**src/hw/timer_flags_defs.svh**
```systemverilog
// Offsets, field positions, reset values and codes of the timer flag block
`ifndef TIMER_FLAGS_DEFS_SVH
`define TIMER_FLAGS_DEFS_SVH

// ----------------------------------------------------------------------
// Register byte offsets
// ----------------------------------------------------------------------
`define OFF_EVENT_FLAGS 8'h00
`define OFF_INT_MASKS 8'h04
`define OFF_ACC_CONTROL 8'h08
`define OFF_EDGE_CONTROL 8'h0C
`define OFF_COMPARE_BASE 8'h10
`define OFF_COMPARE_2 8'h14
`define OFF_COMPARE_3 8'h18
`define OFF_COMPARE_4 8'h1C
`define OFF_SHARED_REG 8'h20
`define OFF_MAIN_COUNT 8'h24
`define OFF_ACC_COUNT 8'h28
`define ADDR_WORD_LO 2
`define ADDR_WORD_HI 3
`define COMPARE_COUNT 4

// ----------------------------------------------------------------------
// Event flag word and matching enable positions
// ----------------------------------------------------------------------
`define FLG_SHARED 15
`define FLG_CMP_LO 11
`define FLG_CAP_LO 8
`define FLG_OVF 7
`define FLG_ACC_OVF 5
`define FLG_ACC_IN 4
`define FLAG_IMPL_MASK 16'hFFB0
`define MASK_WRITABLE 16'hFFB7
`define PRESC_LO 0
`define PRESC_HI 2

// ----------------------------------------------------------------------
// Accumulator control fields
// ----------------------------------------------------------------------
`define ACC_PIN_STATE 15
`define ACC_EXT_STATE 14
`define ACC_EN 6
`define ACC_MODE 5
`define ACC_EDGE 4
`define ACC_SHARED_SEL 2
`define ACC_CLK_LO 0
`define ACC_CLK_HI 1
`define ACC_WRITABLE 16'h0077
`define EDGE_WRITABLE 16'h00FF

// ----------------------------------------------------------------------
// Reset values and counter constants
// ----------------------------------------------------------------------
`define ZERO16 16'h0000
`define ONES16 16'hFFFF
`define ZERO8 8'h00
`define ONES8 8'hFF
`define COMPARE_RESET 16'hFFFF
`define PRESC_BASE_SHIFT 2
`define DIV_WIDTH 9
`define DIV_ZERO 9'h000
`define DIV_ALL 9'h1FF

`endif

```
**src/hw/timer_flags_pkg.sv**
```systemverilog
// Types shared by the timer flag block and its helpers
package timer_flags_pkg;
  // Capture edge selection
  typedef enum logic [1:0] {EDGE_OFF = 2'h0, EDGE_RISE = 2'h1, EDGE_FALL = 2'h2,
    EDGE_ANY = 2'h3} edge_cfg_t;
  // Gated accumulator clock source
  typedef enum logic [1:0] {ACLK_DIV512 = 2'h0, ACLK_COUNTER = 2'h1, ACLK_OVERFLOW = 2'h2,
    ACLK_EXTERNAL = 2'h3} acc_clk_t;
  // Main counter prescale select, seven taps then external clock
  typedef logic [2:0] presc_code_t;
endpackage

```
**src/hw/pin_edge_detect.sv**
```systemverilog
// Edge detector for a synchronous input pin with selectable edge
`timescale 1ns/100ps
module pin_edge_detect
  import timer_flags_pkg::*;
(
  input wire logic pclk,
  input wire logic presetn,
  input wire logic pin,
  input wire timer_flags_pkg::edge_cfg_t edge_cfg,
  output logic hit
);
  // Pin level one clock ago
  logic pin_last;

  // ----------------------------------------------------------------------
  // History register
  // ----------------------------------------------------------------------
  always_ff @(posedge pclk or negedge presetn)
  begin
    if (!presetn)
      pin_last <= 1'b0;
    else
      pin_last <= pin;
  end

  // ----------------------------------------------------------------------
  // Edge qualification
  // ----------------------------------------------------------------------
  always_comb
  begin
    unique case (edge_cfg)
      EDGE_OFF: hit = 1'b0;           // Disabled channel
      EDGE_RISE: hit = pin & ~pin_last;
      EDGE_FALL: hit = ~pin & pin_last;
      EDGE_ANY: hit = pin ^ pin_last;
    endcase
  end
endmodule // pin_edge_detect

```
**src/hw/counter_prescaler.sv**
```systemverilog
// System clock divider giving the main counter tick and a divide-by-512 tick
`timescale 1ns/100ps
`include "timer_flags_defs.svh"
module counter_prescaler
  import timer_flags_pkg::*;
(
  input wire logic pclk,
  input wire logic presetn,
  input wire timer_flags_pkg::presc_code_t counter_prescale_select,
  input wire logic ext_clock_rise,
  output logic counter_tick,
  output logic div512_tick
);
  // Free-running divider shared by all taps
  logic [`DIV_WIDTH-1:0] divider;

  // ----------------------------------------------------------------------
  // Divider chain
  // ----------------------------------------------------------------------
  always_ff @(posedge pclk or negedge presetn)
  begin
    if (!presetn)
      divider <= `DIV_ZERO;
    else
      divider <= divider + 1'b1;
  end

  // ----------------------------------------------------------------------
  // Tap selection: code k gives divide by 2^(k+2), top code external
  // ----------------------------------------------------------------------
  always_comb
  begin
    logic [`DIV_WIDTH-1:0] tap_mask;
    tap_mask = `DIV_ZERO;
    // Low k+2 bits all ones marks the last cycle of each period
    tap_mask = `DIV_WIDTH'((`DIV_WIDTH'(1) << (counter_prescale_select
      + `PRESC_BASE_SHIFT)) - 1);
    if (counter_prescale_select == presc_code_t'(`DIV_ALL))
      counter_tick = ext_clock_rise;
    else
      counter_tick = ((divider & tap_mask) == tap_mask);
    div512_tick = (divider == `DIV_ALL);
  end
endmodule // counter_prescaler

```
**src/hw/timer_prescale_event_flags.sv**
```systemverilog
// Timer event flags, interrupt masks, prescaler and pulse accumulator with APB access
//
// Design decisions made here: the register offsets and the APB register port.
`timescale 1ns/100ps
`include "timer_flags_defs.svh"
module timer_prescale_event_flags
  import timer_flags_pkg::*;
(
  input wire logic pclk,
  input wire logic presetn,
  input wire logic psel,
  input wire logic penable,
  input wire logic pwrite,
  input wire logic [7:0] paddr,
  input wire logic [31:0] pwdata,
  output logic [31:0] prdata,
  output logic pready,
  output logic pslverr,
  input wire logic [2:0] capture_pins,
  input wire logic shared_channel_pin,
  input wire logic accumulator_input_pin,
  input wire logic ext_clock_pin,
  output logic timer_irq
);
  import timer_flags_pkg::*;

  // ----------------------------------------------------------------------
  // Storage
  // ----------------------------------------------------------------------
  logic [15:0] timer_event_flags;          // Sticky event flags
  logic [15:0] timer_interrupt_masks;      // Enables plus prescale select
  logic [15:0] accumulator_control;        // Writable accumulator fields
  logic [15:0] edge_control;               // Capture edge pairs, 4 channels
  logic [15:0] compare_value [`COMPARE_COUNT]; // Compare registers 1..4
  logic [15:0] shared_channel_register;    // Compare 5 or capture 4 value
  logic [15:0] main_free_counter;          // Free-running main counter
  logic [7:0] accumulator_counter;         // Pulse accumulator counter
  logic gate_last;                         // Gate level one clock ago

  // ----------------------------------------------------------------------
  // Decoded fields
  // ----------------------------------------------------------------------
  presc_code_t counter_prescale_select;
  logic shared_channel_select;             // High: capture 4, low: compare 5
  logic acc_enable;
  logic acc_gated_mode;
  logic acc_edge;
  acc_clk_t acc_clk_sel;
  assign counter_prescale_select = timer_interrupt_masks[`PRESC_HI:`PRESC_LO];
  assign shared_channel_select = accumulator_control[`ACC_SHARED_SEL];
  assign acc_enable = accumulator_control[`ACC_EN];
  assign acc_gated_mode = accumulator_control[`ACC_MODE];
  assign acc_edge = accumulator_control[`ACC_EDGE];
  assign acc_clk_sel = acc_clk_t'(accumulator_control[`ACC_CLK_HI:`ACC_CLK_LO]);

  // ----------------------------------------------------------------------
  // Bus decode
  // ----------------------------------------------------------------------
  logic bus_write;                         // Write completes this edge
  logic [15:0] write_half;                 // Low half of write data
  assign bus_write = psel & penable & pready & pwrite;
  assign write_half = pwdata[15:0];

  // Byte offset of a word address, computed once per use
  function automatic logic [7:0] word_offset(input logic [7:0] addr);
    word_offset = {addr[7:`ADDR_WORD_LO], 2'b00};
  endfunction

  // Main counter value after its next advance
  function automatic logic [15:0] advance16(input logic [15:0] value);
    advance16 = 16'(value + 1'b1);
  endfunction

  // Compare hit against the value the counter is about to take
  function automatic logic counter_hits(input logic [15:0] next_cnt,
                                        input logic [15:0] target);
    counter_hits = (next_cnt == target);
  endfunction

  // Write to a given register this edge
  function automatic logic writes_to(input logic [7:0] off);
    writes_to = bus_write && (word_offset(paddr) == off);
  endfunction

  // ----------------------------------------------------------------------
  // Helpers: prescaler and pin edge detectors
  // ----------------------------------------------------------------------
  logic counter_tick;                      // Main counter advances
  logic div512_tick;                       // System clock divided by 512
  logic ext_clock_rise;                    // External clock pin rose
  logic [3:0] capture_hit;                 // Edges on capture 1..3 and shared
  logic acc_pin_event;                     // Active edge on accumulator pin
  logic [3:0] capture_level;

  assign capture_level = {shared_channel_pin, capture_pins};

  counter_prescaler u_prescaler (
    .pclk(pclk),
    .presetn(presetn),
    .counter_prescale_select(counter_prescale_select),
    .ext_clock_rise(ext_clock_rise),
    .counter_tick(counter_tick),
    .div512_tick(div512_tick)
  );

  pin_edge_detect u_ext_clock (
    .pclk(pclk),
    .presetn(presetn),
    .pin(ext_clock_pin),
    .edge_cfg(EDGE_RISE),
    .hit(ext_clock_rise)
  );

  // Event counting edge: low selects falling, high selects rising
  pin_edge_detect u_acc_pin (
    .pclk(pclk),
    .presetn(presetn),
    .pin(accumulator_input_pin),
    .edge_cfg(acc_edge ? EDGE_RISE : EDGE_FALL),
    .hit(acc_pin_event)
  );

  // One detector per capture channel, the fourth being the shared pin
  for (genvar ch = 0; ch < 4; ch++)
  begin : g_capture
    pin_edge_detect u_cap (
      .pclk(pclk),
      .presetn(presetn),
      .pin(capture_level[ch]),
      .edge_cfg(edge_cfg_t'(edge_control[2*ch+1 -: 2])),
      .hit(capture_hit[ch])
    );
  end

  // ----------------------------------------------------------------------
  // Main counter and its events
  // ----------------------------------------------------------------------
  logic [15:0] next_main_count;
  logic counter_wrap;
  assign next_main_count = advance16(main_free_counter);
  assign counter_wrap = counter_tick && (main_free_counter == `ONES16);

  // Counter runs from reset; software may preset it
  always_ff @(posedge pclk or negedge presetn)
  begin
    if (!presetn)
      main_free_counter <= `ZERO16;
    else if (writes_to(`OFF_MAIN_COUNT))
      main_free_counter <= write_half;
    else if (counter_tick)
      main_free_counter <= next_main_count;
  end

  // ----------------------------------------------------------------------
  // Pulse accumulator
  // ----------------------------------------------------------------------
  logic acc_gate_open;                     // Gate level that allows counting
  logic acc_clock_event;                   // Selected gated-mode clock
  logic acc_step;                          // Counter advances this edge
  logic acc_gate_end;                      // Gated period just finished
  logic acc_wrap;

  // Zero on the pin inhibits when edge bit is low, one when it is high
  assign acc_gate_open = accumulator_input_pin ^ acc_edge;

  // Gated-mode clock source selection
  always_comb
  begin
    unique case (acc_clk_sel)
      ACLK_DIV512: acc_clock_event = div512_tick;
      ACLK_COUNTER: acc_clock_event = counter_tick;
      ACLK_OVERFLOW: acc_clock_event = counter_wrap;
      ACLK_EXTERNAL: acc_clock_event = ext_clock_rise;
    endcase
  end

  assign acc_step = acc_enable && (acc_gated_mode ? (acc_gate_open && acc_clock_event)
                                                  : acc_pin_event);
  assign acc_gate_end = acc_enable && acc_gated_mode && gate_last && !acc_gate_open;
  assign acc_wrap = acc_step && (accumulator_counter == `ONES8);

  // Gate history, kept only in gated mode so a mode switch gives no false end
  always_ff @(posedge pclk or negedge presetn)
  begin
    if (!presetn)
      gate_last <= 1'b0;
    else
      gate_last <= acc_gate_open && acc_enable && acc_gated_mode;
  end

  // Accumulator count; a software write wins over a step
  always_ff @(posedge pclk or negedge presetn)
  begin
    if (!presetn)
      accumulator_counter <= `ZERO8;
    else if (writes_to(`OFF_ACC_COUNT))
      accumulator_counter <= pwdata[7:0];
    else if (acc_step)
      accumulator_counter <= 8'(accumulator_counter + 1'b1);
  end

  // ----------------------------------------------------------------------
  // Event collection into the flag layout
  // ----------------------------------------------------------------------
  logic [15:0] flag_set;                   // Events arriving this edge
  logic [15:0] flag_clear;                 // Write-one-to-clear request

  always_comb
  begin
    flag_set = `ZERO16;
    // Compare 5 on a counter match, or capture 4 on its pin edge
    if (shared_channel_select)
      flag_set[`FLG_SHARED] = capture_hit[3];
    else
      flag_set[`FLG_SHARED] = counter_tick &&
        counter_hits(next_main_count, shared_channel_register);
    for (int n = 0; n < `COMPARE_COUNT; n++)
      flag_set[`FLG_CMP_LO + n] = counter_tick &&
        counter_hits(next_main_count, compare_value[n]);
    for (int n = 0; n < 3; n++)
      flag_set[`FLG_CAP_LO + n] = capture_hit[n];
    flag_set[`FLG_OVF] = counter_wrap;
    flag_set[`FLG_ACC_OVF] = acc_wrap;
    // Pin edge in event mode, end of gate in gated mode
    flag_set[`FLG_ACC_IN] = acc_gated_mode ? acc_gate_end
                                           : (acc_enable && acc_pin_event);
  end

  assign flag_clear = (bus_write && (word_offset(paddr) == `OFF_EVENT_FLAGS)) ? write_half
                                                                              : `ZERO16;

  // Sticky flags; a new event beats a clear in the same cycle
  always_ff @(posedge pclk or negedge presetn)
  begin
    if (!presetn)
      timer_event_flags <= `ZERO16;
    else
      timer_event_flags <= ((timer_event_flags & ~flag_clear) | flag_set)
                           & `FLAG_IMPL_MASK;
  end

  // ----------------------------------------------------------------------
  // Control registers
  // ----------------------------------------------------------------------
  // Interrupt enables share the flag bit positions
  always_ff @(posedge pclk or negedge presetn)
  begin
    if (!presetn)
      timer_interrupt_masks <= `ZERO16;
    else if (writes_to(`OFF_INT_MASKS))
      timer_interrupt_masks <= write_half & `MASK_WRITABLE;
  end

  // Accumulator control, pin state bits are live and not stored
  always_ff @(posedge pclk or negedge presetn)
  begin
    if (!presetn)
      accumulator_control <= `ZERO16;
    else if (writes_to(`OFF_ACC_CONTROL))
      accumulator_control <= write_half & `ACC_WRITABLE;
  end

  // Capture edge configuration
  always_ff @(posedge pclk or negedge presetn)
  begin
    if (!presetn)
      edge_control <= `ZERO16;
    else if (writes_to(`OFF_EDGE_CONTROL))
      edge_control <= write_half & `EDGE_WRITABLE;
  end

  // Compare registers, one word each after the base
  always_ff @(posedge pclk or negedge presetn)
  begin
    if (!presetn)
    begin
      for (int n = 0; n < `COMPARE_COUNT; n++)
        compare_value[n] <= `COMPARE_RESET;
    end
    else
    begin
      for (int n = 0; n < `COMPARE_COUNT; n++)
        if (writes_to(8'(`OFF_COMPARE_BASE + 4 * n)))
          compare_value[n] <= write_half;
    end
  end

  // Shared channel value; capture latching lives outside this block
  always_ff @(posedge pclk or negedge presetn)
  begin
    if (!presetn)
      shared_channel_register <= `COMPARE_RESET;
    else if (writes_to(`OFF_SHARED_REG))
      shared_channel_register <= write_half;
  end

  // ----------------------------------------------------------------------
  // Interrupt request
  // ----------------------------------------------------------------------
  // Registered, so it follows a flag by one clock
  always_ff @(posedge pclk or negedge presetn)
  begin
    if (!presetn)
      timer_irq <= 1'b0;
    else
      timer_irq <= |(timer_event_flags & timer_interrupt_masks & `FLAG_IMPL_MASK);
  end

  // ----------------------------------------------------------------------
  // APB read mux and handshake
  // ----------------------------------------------------------------------
  logic [15:0] read_value;                 // Register selected by paddr
  logic read_hit;                          // Address is mapped

  always_comb
  begin
    read_value = `ZERO16;
    read_hit = 1'b1;
    unique case (word_offset(paddr))
      `OFF_EVENT_FLAGS: read_value = timer_event_flags;
      `OFF_INT_MASKS: read_value = timer_interrupt_masks;
      `OFF_ACC_CONTROL:
      begin
        read_value = accumulator_control;
        read_value[`ACC_PIN_STATE] = accumulator_input_pin;
        read_value[`ACC_EXT_STATE] = ext_clock_pin;
      end
      `OFF_EDGE_CONTROL: read_value = edge_control;
      `OFF_COMPARE_BASE: read_value = compare_value[0];
      `OFF_COMPARE_2: read_value = compare_value[1];
      `OFF_COMPARE_3: read_value = compare_value[2];
      `OFF_COMPARE_4: read_value = compare_value[3];
      `OFF_SHARED_REG: read_value = shared_channel_register;
      `OFF_MAIN_COUNT: read_value = main_free_counter;
      `OFF_ACC_COUNT: read_value = {`ZERO8, accumulator_counter};
      default: read_hit = 1'b0;            // Unmapped offsets answer with an error
    endcase
  end

  // No wait state: data is captured in setup, ready rises in access.
  // This keeps every bus output straight from a flop without adding a cycle.
  always_ff @(posedge pclk or negedge presetn)
  begin
    if (!presetn)
      pready <= 1'b0;
    else
      pready <= psel & ~penable;
  end

  // Error flag for unmapped addresses, valid with ready
  always_ff @(posedge pclk or negedge presetn)
  begin
    if (!presetn)
      pslverr <= 1'b0;
    else
      pslverr <= psel & ~penable & ~read_hit;
  end

  // Read data sampled in the setup cycle; upper half always zero
  always_ff @(posedge pclk or negedge presetn)
  begin
    if (!presetn)
      prdata <= 32'h00000000;
    else if (psel & ~penable & ~pwrite)
      prdata <= {16'h0000, read_value};
  end
endmodule // timer_prescale_event_flags

```
**config.mk**
```make
export PLATFORM = sky130hd
export DESIGN_NAME = timer_prescale_event_flags
export DESIGN_NICKNAME = d
export VERILOG_FILES = /design/src/hw/timer_flags_pkg.sv /design/src/hw/pin_edge_detect.sv /design/src/hw/counter_prescaler.sv /design/src/hw/timer_prescale_event_flags.sv
export VERILOG_INCLUDE_DIRS = /design/src /design/src/hw
export SDC_FILE = /design/constraint.sdc
export NUM_CORES = 1
export LEC_CHECK = 0
export ABC_CLOCK_PERIOD_IN_PS = 3710
export BUFFER_PORTS_ARGS = -buffer_cell sky130_fd_sc_hd__buf_2
export CAP_MARGIN = 15
export CORE_MARGIN = 3
export CORE_UTILIZATION = 60
export DETAILED_ROUTE_END_ITERATION = 6
export GPL_TIMING_DRIVEN = 0
export PLACE_DENSITY = 0.77
export SETUP_SLACK_MARGIN = 0.02
export SLEW_MARGIN = 20
export SYNTH_ARGS = -nofsm -noshare
export SYNTH_HDL_FRONTEND = slang
export SYNTH_HIERARCHICAL = 1
export SYNTH_SLANG_ARGS = --single-unit
```
**constraint.sdc**
```tcl
create_clock -name pclk -period 3.71 [get_ports pclk]
set_clock_uncertainty 0.05 [all_clocks]
set_input_delay 0.371 -clock pclk [delete_from_list [all_inputs] [get_ports pclk]]
set_output_delay 0.371 -clock pclk [all_outputs]
set_load 0.05 [all_outputs]
```
Yosys cells after proc, flatten, opt, wreduce, memory -nomap -nowiden

Cells that the tools add are included.

Add/sub/neg operators: 5
Eq/ne operators: 38
Shift-type cells: 1
Multiplexer cells: 18
Bitwise logic cells: 42
Reduce and logical (&&, ||, !) cells: 38

Operators by type and width:

| operator                                                            | number |
|---|---|
| 16-bit case mux with 11 select lines                                | 1 |
| 16-bit == test                                                      | 5 |
| 16-bit 2-to-1 mux                                                   | 3 |
| 16-bit bitwise AND                                                  | 2 |
| 1-bit by 32-bit left shift with 9-bit output (first input constant) | 1 |
| 1-bit logical AND                                                   | 26 |
| 2-bit == test (second input constant)                               | 12 |
| 6-bit by 3-bit == test with 1-bit output (second input constant)    | 4 |
| 1-bit case mux with 4 select lines                                  | 6 |
| 11-bit OR reduction                                                 | 2 |
| 6-bit by 4-bit == test with 1-bit output (second input constant)    | 3 |
| 1-bit bitwise AND                                                   | 17 |
| 16-bit by 1-bit adder with 16-bit output (second input constant)    | 1 |
| 16-bit == test (second input constant)                              | 1 |
| 8-bit 2-to-1 mux                                                    | 2 |
| 16-bit NOT                                                          | 1 |
| 16-bit OR                                                           | 1 |
| 1-bit NOT                                                           | 14 |
| 2-bit by 1-bit == test with 1-bit output (second input constant)    | 6 |
| 6-bit by 2-bit == test with 1-bit output (second input constant)    | 2 |
| 2-bit zero test                                                     | 6 |
| 9-bit by 1-bit adder with 9-bit output (second input constant)      | 1 |
| 9-bit bitwise AND                                                   | 1 |
| 9-bit == test                                                       | 1 |
| 13 further kinds                                                    | 23 |

Register bits: 178
Bits of input ports: 51

Logic depth before layout (Yosys ltp)

Depth in word-level cells: 13
Depth in mapped cells: 13
Depth with buffers taken out: 13

Cells and area by module

The synthesis kept the hierarchy.

Modules (own cells, without submodules):

| module                     | instances | cells each | area an instance (µm²) | sequential area each (µm²) |
|---|---|---|---|---|
| timer_prescale_event_flags | 1         | 903        | 9669.3                 | 4179.0 |
| counter_prescaler          | 1         | 57         | 639.4                  | 225.2 |
| pin_edge_detect            | 6         | 10         | 83.8                   | 25.0 |

Worst setup path before layout

No wires, ideal clock.

Path kind: reg-to-reg
Start point: register timer_interrupt_masks[1]
End point: register main_free_counter[6]
Arrival: 2.878 ns
Data required time: 3.583 ns
Slack: 0.705 ns
Cell stages (with the launch flop): 12
Path buffers: 2
Period minus slack after synthesis: 3.005 ns
Cell sequence: dfrtp_1 > inv_1 > ha_1 > and4bb_2 > xnor2_1 > o221ai_1 > o31ai_2 > clkbuf_1 > buf_1 > nand3_1 > xor2_1 > a21oi_1

Word-level cells in the longest chain between the ends: 7

RTL lines:

| what                                                          | line                              | RTL |
|---|---|---|
| start, declared                                               | timer_prescale_event_flags.sv:31  | `logic [15:0] timer_interrupt_masks;` |
| start signal, assigned                                        | timer_prescale_event_flags.sv:249 | `` timer_interrupt_masks <= `ZERO16; `` |
| start signal, assigned                                        | timer_prescale_event_flags.sv:251 | `` timer_interrupt_masks <= write_half & `MASK_WRITABLE; `` |
| 3-bit by 2-bit adder with 4-bit output (no source line)       | n/a                               |  |
| 1-bit by 32-bit left shift with 9-bit output (no source line) | n/a                               |  |
| 9-bit by 2-bit subtractor with 9-bit output                   | counter_prescaler.sv:36           | `` tap_mask = `DIV_WIDTH'((`DIV_WIDTH'(1) << (counter_prescale_select `` |
| 9-bit bitwise AND                                             | counter_prescaler.sv:41           | `counter_tick = ((divider & tap_mask) == tap_mask);` |
| 9-bit == test                                                 | counter_prescaler.sv:41           |  |
| 1-bit 2-to-1 mux *                                            | counter_prescaler.sv:38           | `` if (counter_prescale_select == presc_code_t'(`DIV_ALL)) `` |
| named net counter_tick                                        | timer_prescale_event_flags.sv:88  | `logic counter_tick;` |
| 2-bit nonzero test (no source line) *                         | n/a                               |  |
| end signal, assigned                                          | timer_prescale_event_flags.sv:147 | `` main_free_counter <= `ZERO16; `` |
| end signal, assigned                                          | timer_prescale_event_flags.sv:149 | `main_free_counter <= write_half;` |
| end signal, assigned                                          | timer_prescale_event_flags.sv:151 | `main_free_counter <= next_main_count;` |
| end, declared                                                 | timer_prescale_event_flags.sv:36  | `logic [15:0] main_free_counter;` |

Mark *: on every way through the listed nets, which the timed path passes. The rest lies on a longest branch.
A chain may end at the register's enable or synchronous reset.

Final worst setup path

Start point: register timer_interrupt_masks[1]
End point: register accumulator_counter[4]

Word-level cells in the longest chain between the ends: 12

RTL lines:

| what                                                          | line                              | RTL |
|---|---|---|
| 3-bit by 2-bit adder with 4-bit output (no source line)       | n/a                               |  |
| 1-bit by 32-bit left shift with 9-bit output (no source line) | n/a                               |  |
| 9-bit by 2-bit subtractor with 9-bit output                   | counter_prescaler.sv:36           |  |
| 9-bit bitwise AND                                             | counter_prescaler.sv:41           |  |
| 9-bit == test                                                 | counter_prescaler.sv:41           |  |
| 1-bit 2-to-1 mux *                                            | counter_prescaler.sv:38           |  |
| named net counter_tick                                        | timer_prescale_event_flags.sv:88  |  |
| 1-bit logical AND                                             | timer_prescale_event_flags.sv:141 | `` assign counter_wrap = counter_tick && (main_free_counter == `ONES16); `` |
| 1-bit case mux with 4 select lines *                          | timer_prescale_event_flags.sv:169 | `unique case (acc_clk_sel)` |
| 1-bit logical AND *                                           | timer_prescale_event_flags.sv:177 | `assign acc_step = acc_enable && (acc_gated_mode ? (acc_gate_open && acc_clock_event)` |
| 1-bit 2-to-1 mux *                                            | timer_prescale_event_flags.sv:177 |  |
| 1-bit logical AND *                                           | timer_prescale_event_flags.sv:177 |  |
| 2-bit nonzero test (no source line) *                         | n/a                               |  |
| end signal, assigned                                          | timer_prescale_event_flags.sv:195 | `` accumulator_counter <= `ZERO8; `` |
| end signal, assigned                                          | timer_prescale_event_flags.sv:197 | `accumulator_counter <= pwdata[7:0];` |
| end signal, assigned                                          | timer_prescale_event_flags.sv:199 | `accumulator_counter <= 8'(accumulator_counter + 1'b1);` |
| end, declared                                                 | timer_prescale_event_flags.sv:37  | `logic [7:0] accumulator_counter;` |

Marked as above.

==> results <==
- The starting density of the core is 61.86%.
- The finished cells cover 0.01212 sq mm.
- The cell sitting at the root of the clock tree is a sky130_fd_sc_hd__clkbuf_16.
- The max-slew violation count came to 0.
- The detailed-route wire length per cell is 23.43 um.
- In this run the vertical extent of the chip is 140.2 um.
- The top cell type by area accounts for 22.68% of the synthesized area.
- The first detailed-routing pass ran for 7 iterations.
- Across all setup checks in the final design, the least slack found is 0.1767 ns.
- The launch point of the worst hold path is capture_pins[2].
- The total global routing track utilization is 32.66%.
- The internal portion of the total power is 3441 uW.
- The number of design rule violations left after detail routing is 16.
- The async set-or-reset flop fraction in the synthesized netlist is 100.0%.
- The number of cells in the design after placement is 1,312.
- The register-to-register setup slack is 0.18 ns.
- The number of cells on the worst reg-to-reg path is 14.
- The worst-case IR drop observed on VDD is 378.2 uV.
- The post-layout instance count excluding filler cells is 1,352.
- The analysis attributes to cell leakage a power of 0.005121 uW.
- The combinational group share of total power is 24.0%.
- Dividing the synthesized area by the synthesized cell count gives 10.60 sq um.
- Measured against its own limit, the worst slew margin works out to 30.50%.
- At the pin with the least slew margin, the transition time is 1.042 ns.
- After detailed routing, the number of vias per cell comes to 6.421.
- Fill cells in the final layout number 1,322.
- The maximum fanout count along the critical path is 7.
- The end point of the most critical hold path is g_capture[2].u_cap/pin_last$_DFF_PN0_.
- The initialized floorplan defines 48 standard-cell rows.
- The post-route fraction of the period consumed by the critical path is 95.24%.
- The number of unique standard cell types used by synthesis is 76.
- The final RePlAce weighted congestion is 1.017.
- The predominant post-synthesis flop cell is sky130_fd_sc_hd__dfrtp_1.
- Counting stages on the worst path, the most repeated cell is sky130_fd_sc_hd__buf_4.
- The final setup TNS is 0 ns.
- The maximum clock rate is 283.0 MHz.
- The total overflow left after global routing is 0.
- In this run the worst hold path is classified as in2reg.
- The critical path in this run is classified as reg2reg.
- No sink is reached through more buffers than the 2 on the longest clock path.
- The H-tree was split into 4 levels.
- In this run the remaining antenna-violating nets after routing total 0.
- For this run, the register share of the synthesized area comes to 42.12%.
- The pin count of the biggest net entering global routing is 94.
- The final layout contains routed wiring with a total length of 31.68 mm.
- The data arrival time at the worst-slack endpoint is 3.78 ns.
- The clock latency on the worst-skew pair is 0.44 ns.
- The cell area that synthesis handed to floorplanning was 0.01081 sq mm.
- The clock tree from TritonCTS is done.
- The most frequently used cell type in the post-synthesis netlist is sky130_fd_sc_hd__mux2_2.
- Setup violations remaining at the end of the flow were counted as 0.
- The number of standard cells after synthesis is 1,020.
- The via count of the first global-routing pass is 8,289.
- The standard cell with the maximum stage delay on the critical path is sky130_fd_sc_hd__dfrtp_2.
- The tree built by TritonCTS fans out to 178 sinks.
- After detailed placement, the total cell area comes to 0.01144 sq mm.
- The wire-length estimate of the detail-placed layout is 23.00 mm.
- The number of storage elements in the synthesis netlist is 178.
- Dividing total power by cell area gives a power density of 425.6 mW/mm^2.
- The number of instances on the worst hold path is 1.
- The run finished, with violations left.
- The total design power is 5159 uW.
- During I/O placement, the number of pins put on the boundary was 86.
- The final reports fail on DRC.
- After the first detailed-routing iteration, the DRC count stood at 1,085.
- The startpoint identified for the worst register-to-register timing path is timer_interrupt_masks[1]$_DFFE_PN0P_.
- In this run the tool buffered the top-level ports with 47 buffer cells.
- The switching power share of the total is 33.31%.
- Setup repair after global routing left no endpoint under its margin.
- The final count of hold timing violations is 0.
- By count the netlist is led by sky130_fd_sc_hd__mux2_2, sky130_fd_sc_hd__dfrtp_1, sky130_fd_sc_hd__dfstp_2, sky130_fd_sc_hd__nor2_1, sky130_fd_sc_hd__xnor2_1.
- The highest cell delay on the worst timing path is 0.46 ns.
- In the final design database the tool counted 1,186 nets.
- The required time at the worst-slack endpoint is 3.96 ns.
- By area the synthesized netlist is led by sky130_fd_sc_hd__dfrtp_1, sky130_fd_sc_hd__dfstp_2, sky130_fd_sc_hd__mux2_2, sky130_fd_sc_hd__xnor2_1, sky130_fd_sc_hd__xor2_1.
- The signal on the critical path passes through buf_4, ha_1, mux2_4, o41ai_4, mux2i_1, o31ai_4, buf_4, buf_4, mux2_2, o2111a_1, o21ai_1, a211o_1, xor2_1, a21oi_1.
- The global-route wire length before repair is 49.31 mm.
- The area of the core is 0.01748 sq mm.
- The type of element capturing the critical path is a flip-flop.
- The total number of vias is 8,681.
- The number of clock buffers added by TritonCTS is 17.
- In this run the horizontal extent of the chip is 140.2 um.
- The synthesis-to-finish area growth is 12.13%.
- The clock share of power is 34.5%.
- Subtracting the final worst setup slack from the clock period gives 3.533 ns.
- The net switching power is 1719 uW.
- The worst slack after detailed placement is -0.8630 ns.
- The die covers 0.01967 sq mm.
- The post-synthesis cell type with the largest combined area is sky130_fd_sc_hd__dfrtp_1.
- The initial antenna violation count is 0.
- Yosys printed 6 warnings.
- The startpoint kind of the worst setup timing path is a flip-flop.
- The number of enable flip-flop cells after synthesis is 0.
- The register clock-pin slew on the reported worst setup and hold paths is 0.07 ns.
- The endpoint of the worst register-to-register path is accumulator_counter[4]$_DFFE_PN0P_.
- The part of the total power dissipated in sequential elements is 41.5%.
- The share of post-route cells with drive strength above 1 is 30.82%.
- The total of max-cap violations is 0.
## power by group through the flow
stage,sequential [uW],combinational [uW],clock (uW)
global placement,2160,1170,0
global route,2150,1330,1870
floorplan,2250,771,0
CTS,2140,1210,1780
detailed placement,2170,1200,0
finish,2140,1240,1780
## stage by stage
step | hold slack, ns | utilization (%)
5_1_grt | 0.007999 | 69.35
4_1_cts | 0.01104 | 68.94
3_3_place_gp | 0.4085 | 65.23
2_1_floorplan | 0.02541 | -
3_5_place_dp | 0.3635 | 65.44
6_report | 0.01619 | 69.37
## worst max path at each step
stage / from / slack, ns / to / cells past startpoint
after floorplan: timer_interrupt_masks[1]$_DFFE_PN0P_ / 0.70 / main_free_counter[6]$_DFFE_PN0P_ / 11
after global placement: timer_interrupt_masks[1]$_DFFE_PN0P_ / -0.80 / timer_event_flags[11]$_DFF_PN0_ / 12
after detailed placement: timer_interrupt_masks[1]$_DFFE_PN0P_ / -0.86 / timer_event_flags[11]$_DFF_PN0_ / 12
after CTS: timer_interrupt_masks[1]$_DFFE_PN0P_ / 0.07 / timer_event_flags[11]$_DFF_PN0_ / 13
after global routing: timer_interrupt_masks[2]$_DFFE_PN0P_ / 0.02 / timer_event_flags[11]$_DFF_PN0_ / 13
final: timer_interrupt_masks[1]$_DFFE_PN0P_ / 0.18 / accumulator_counter[4]$_DFFE_PN0P_ / 14
## critical path: cells and delay by family, from the launching register on
family | cells | cell delay, ns
compound gates | 6 | 1.04
fa+ha+maj | 1 | 0.28
mux | 3 | 0.92
buf+inv | 3 | 0.48
flops | 1 | 0.46
xor+xnor | 1 | 0.16
## routing by layer
metal  wire (um)  track usage [%]
met5           0                0
met1       13050            45.92
met3        3233            8.023
met2       14400            49.85
met4         996            11.22
## cell usage in the layout, fill, tap and decap left out, types with 17 or more instances in the layout
cell,netlist,final
sky130_fd_sc_hd__a21oi_1,52,50
sky130_fd_sc_hd__ha_1,22,22
sky130_fd_sc_hd__nand3_1,21,21
sky130_fd_sc_hd__nor2_1,77,76
sky130_fd_sc_hd__nand2_1,58,58
sky130_fd_sc_hd__conb_1,2,21
sky130_fd_sc_hd__mux2_2,109,109
sky130_fd_sc_hd__dfrtp_1,98,97
sky130_fd_sc_hd__buf_2,5,51
sky130_fd_sc_hd__o21ai_0,23,22
sky130_fd_sc_hd__xnor2_1,74,74
sky130_fd_sc_hd__buf_4,20,26
sky130_fd_sc_hd__inv_1,26,26
sky130_fd_sc_hd__mux2i_1,18,18
sky130_fd_sc_hd__a221oi_1,17,17
sky130_fd_sc_hd__dfstp_2,80,80
sky130_fd_sc_hd__xor2_1,53,53
sky130_fd_sc_hd__clkbuf_16,0,17
sky130_fd_sc_hd__clkbuf_1,36,37
## logic make-up after synthesis
| family | Yosys count | synth area share [%] |
|---|---|---|
| AOI/OAI and AO/OA | 182 | 11.46 |
| xor gates and xnor gates | 127 | 10.29 |
| adders and majority gates | 22 | 2.546 |
| buffers and inverters | 100 | 4.305 |
| DFF | 178 | 42.12 |
| muxes | 143 | 16.28 |
| other | 2 | 0.06946 |
| and+or+nand+nor | 266 | 12.93 |
## state kept, by name, indices dropped and copies added (netlist names), 4 cells and up
register / cells
u_prescaler/divider: 9
g_capture.u_cap/pin_last: 4
accumulator_counter: 8
timer_event_flags: 11
prdata: 16
edge_control: 8
main_free_counter: 16
timer_interrupt_masks: 14
accumulator_control: 6
shared_channel_register: 16
compare_value: 64
## cell type report
class                   instances  area [sq um]  area share, %
flip-flops and latches        178          4556          37.58
multi-input cells             761          5919          48.83
well taps                     225         281.5          2.322
clock inverters                11         105.1         0.8670
diodes                          1         2.502        0.02064
inverters                      26         97.59         0.8050
repair buffers                 55         327.8          2.704
plain buffers                  74         372.9          3.076
clock buffers                  21         460.4          3.798
## timing repair
action / 4_1_cts / 5_1_grt
gates resized for setup: 5 / 9
setup endpoints to repair: 25 / 17
setup buffers: 2 / 4
pin swaps: 1 / 1
hold buffers: 1 / 0
hold endpoints to repair: 39 / 0
Note: power is estimated with default switching activity, not from simulation.
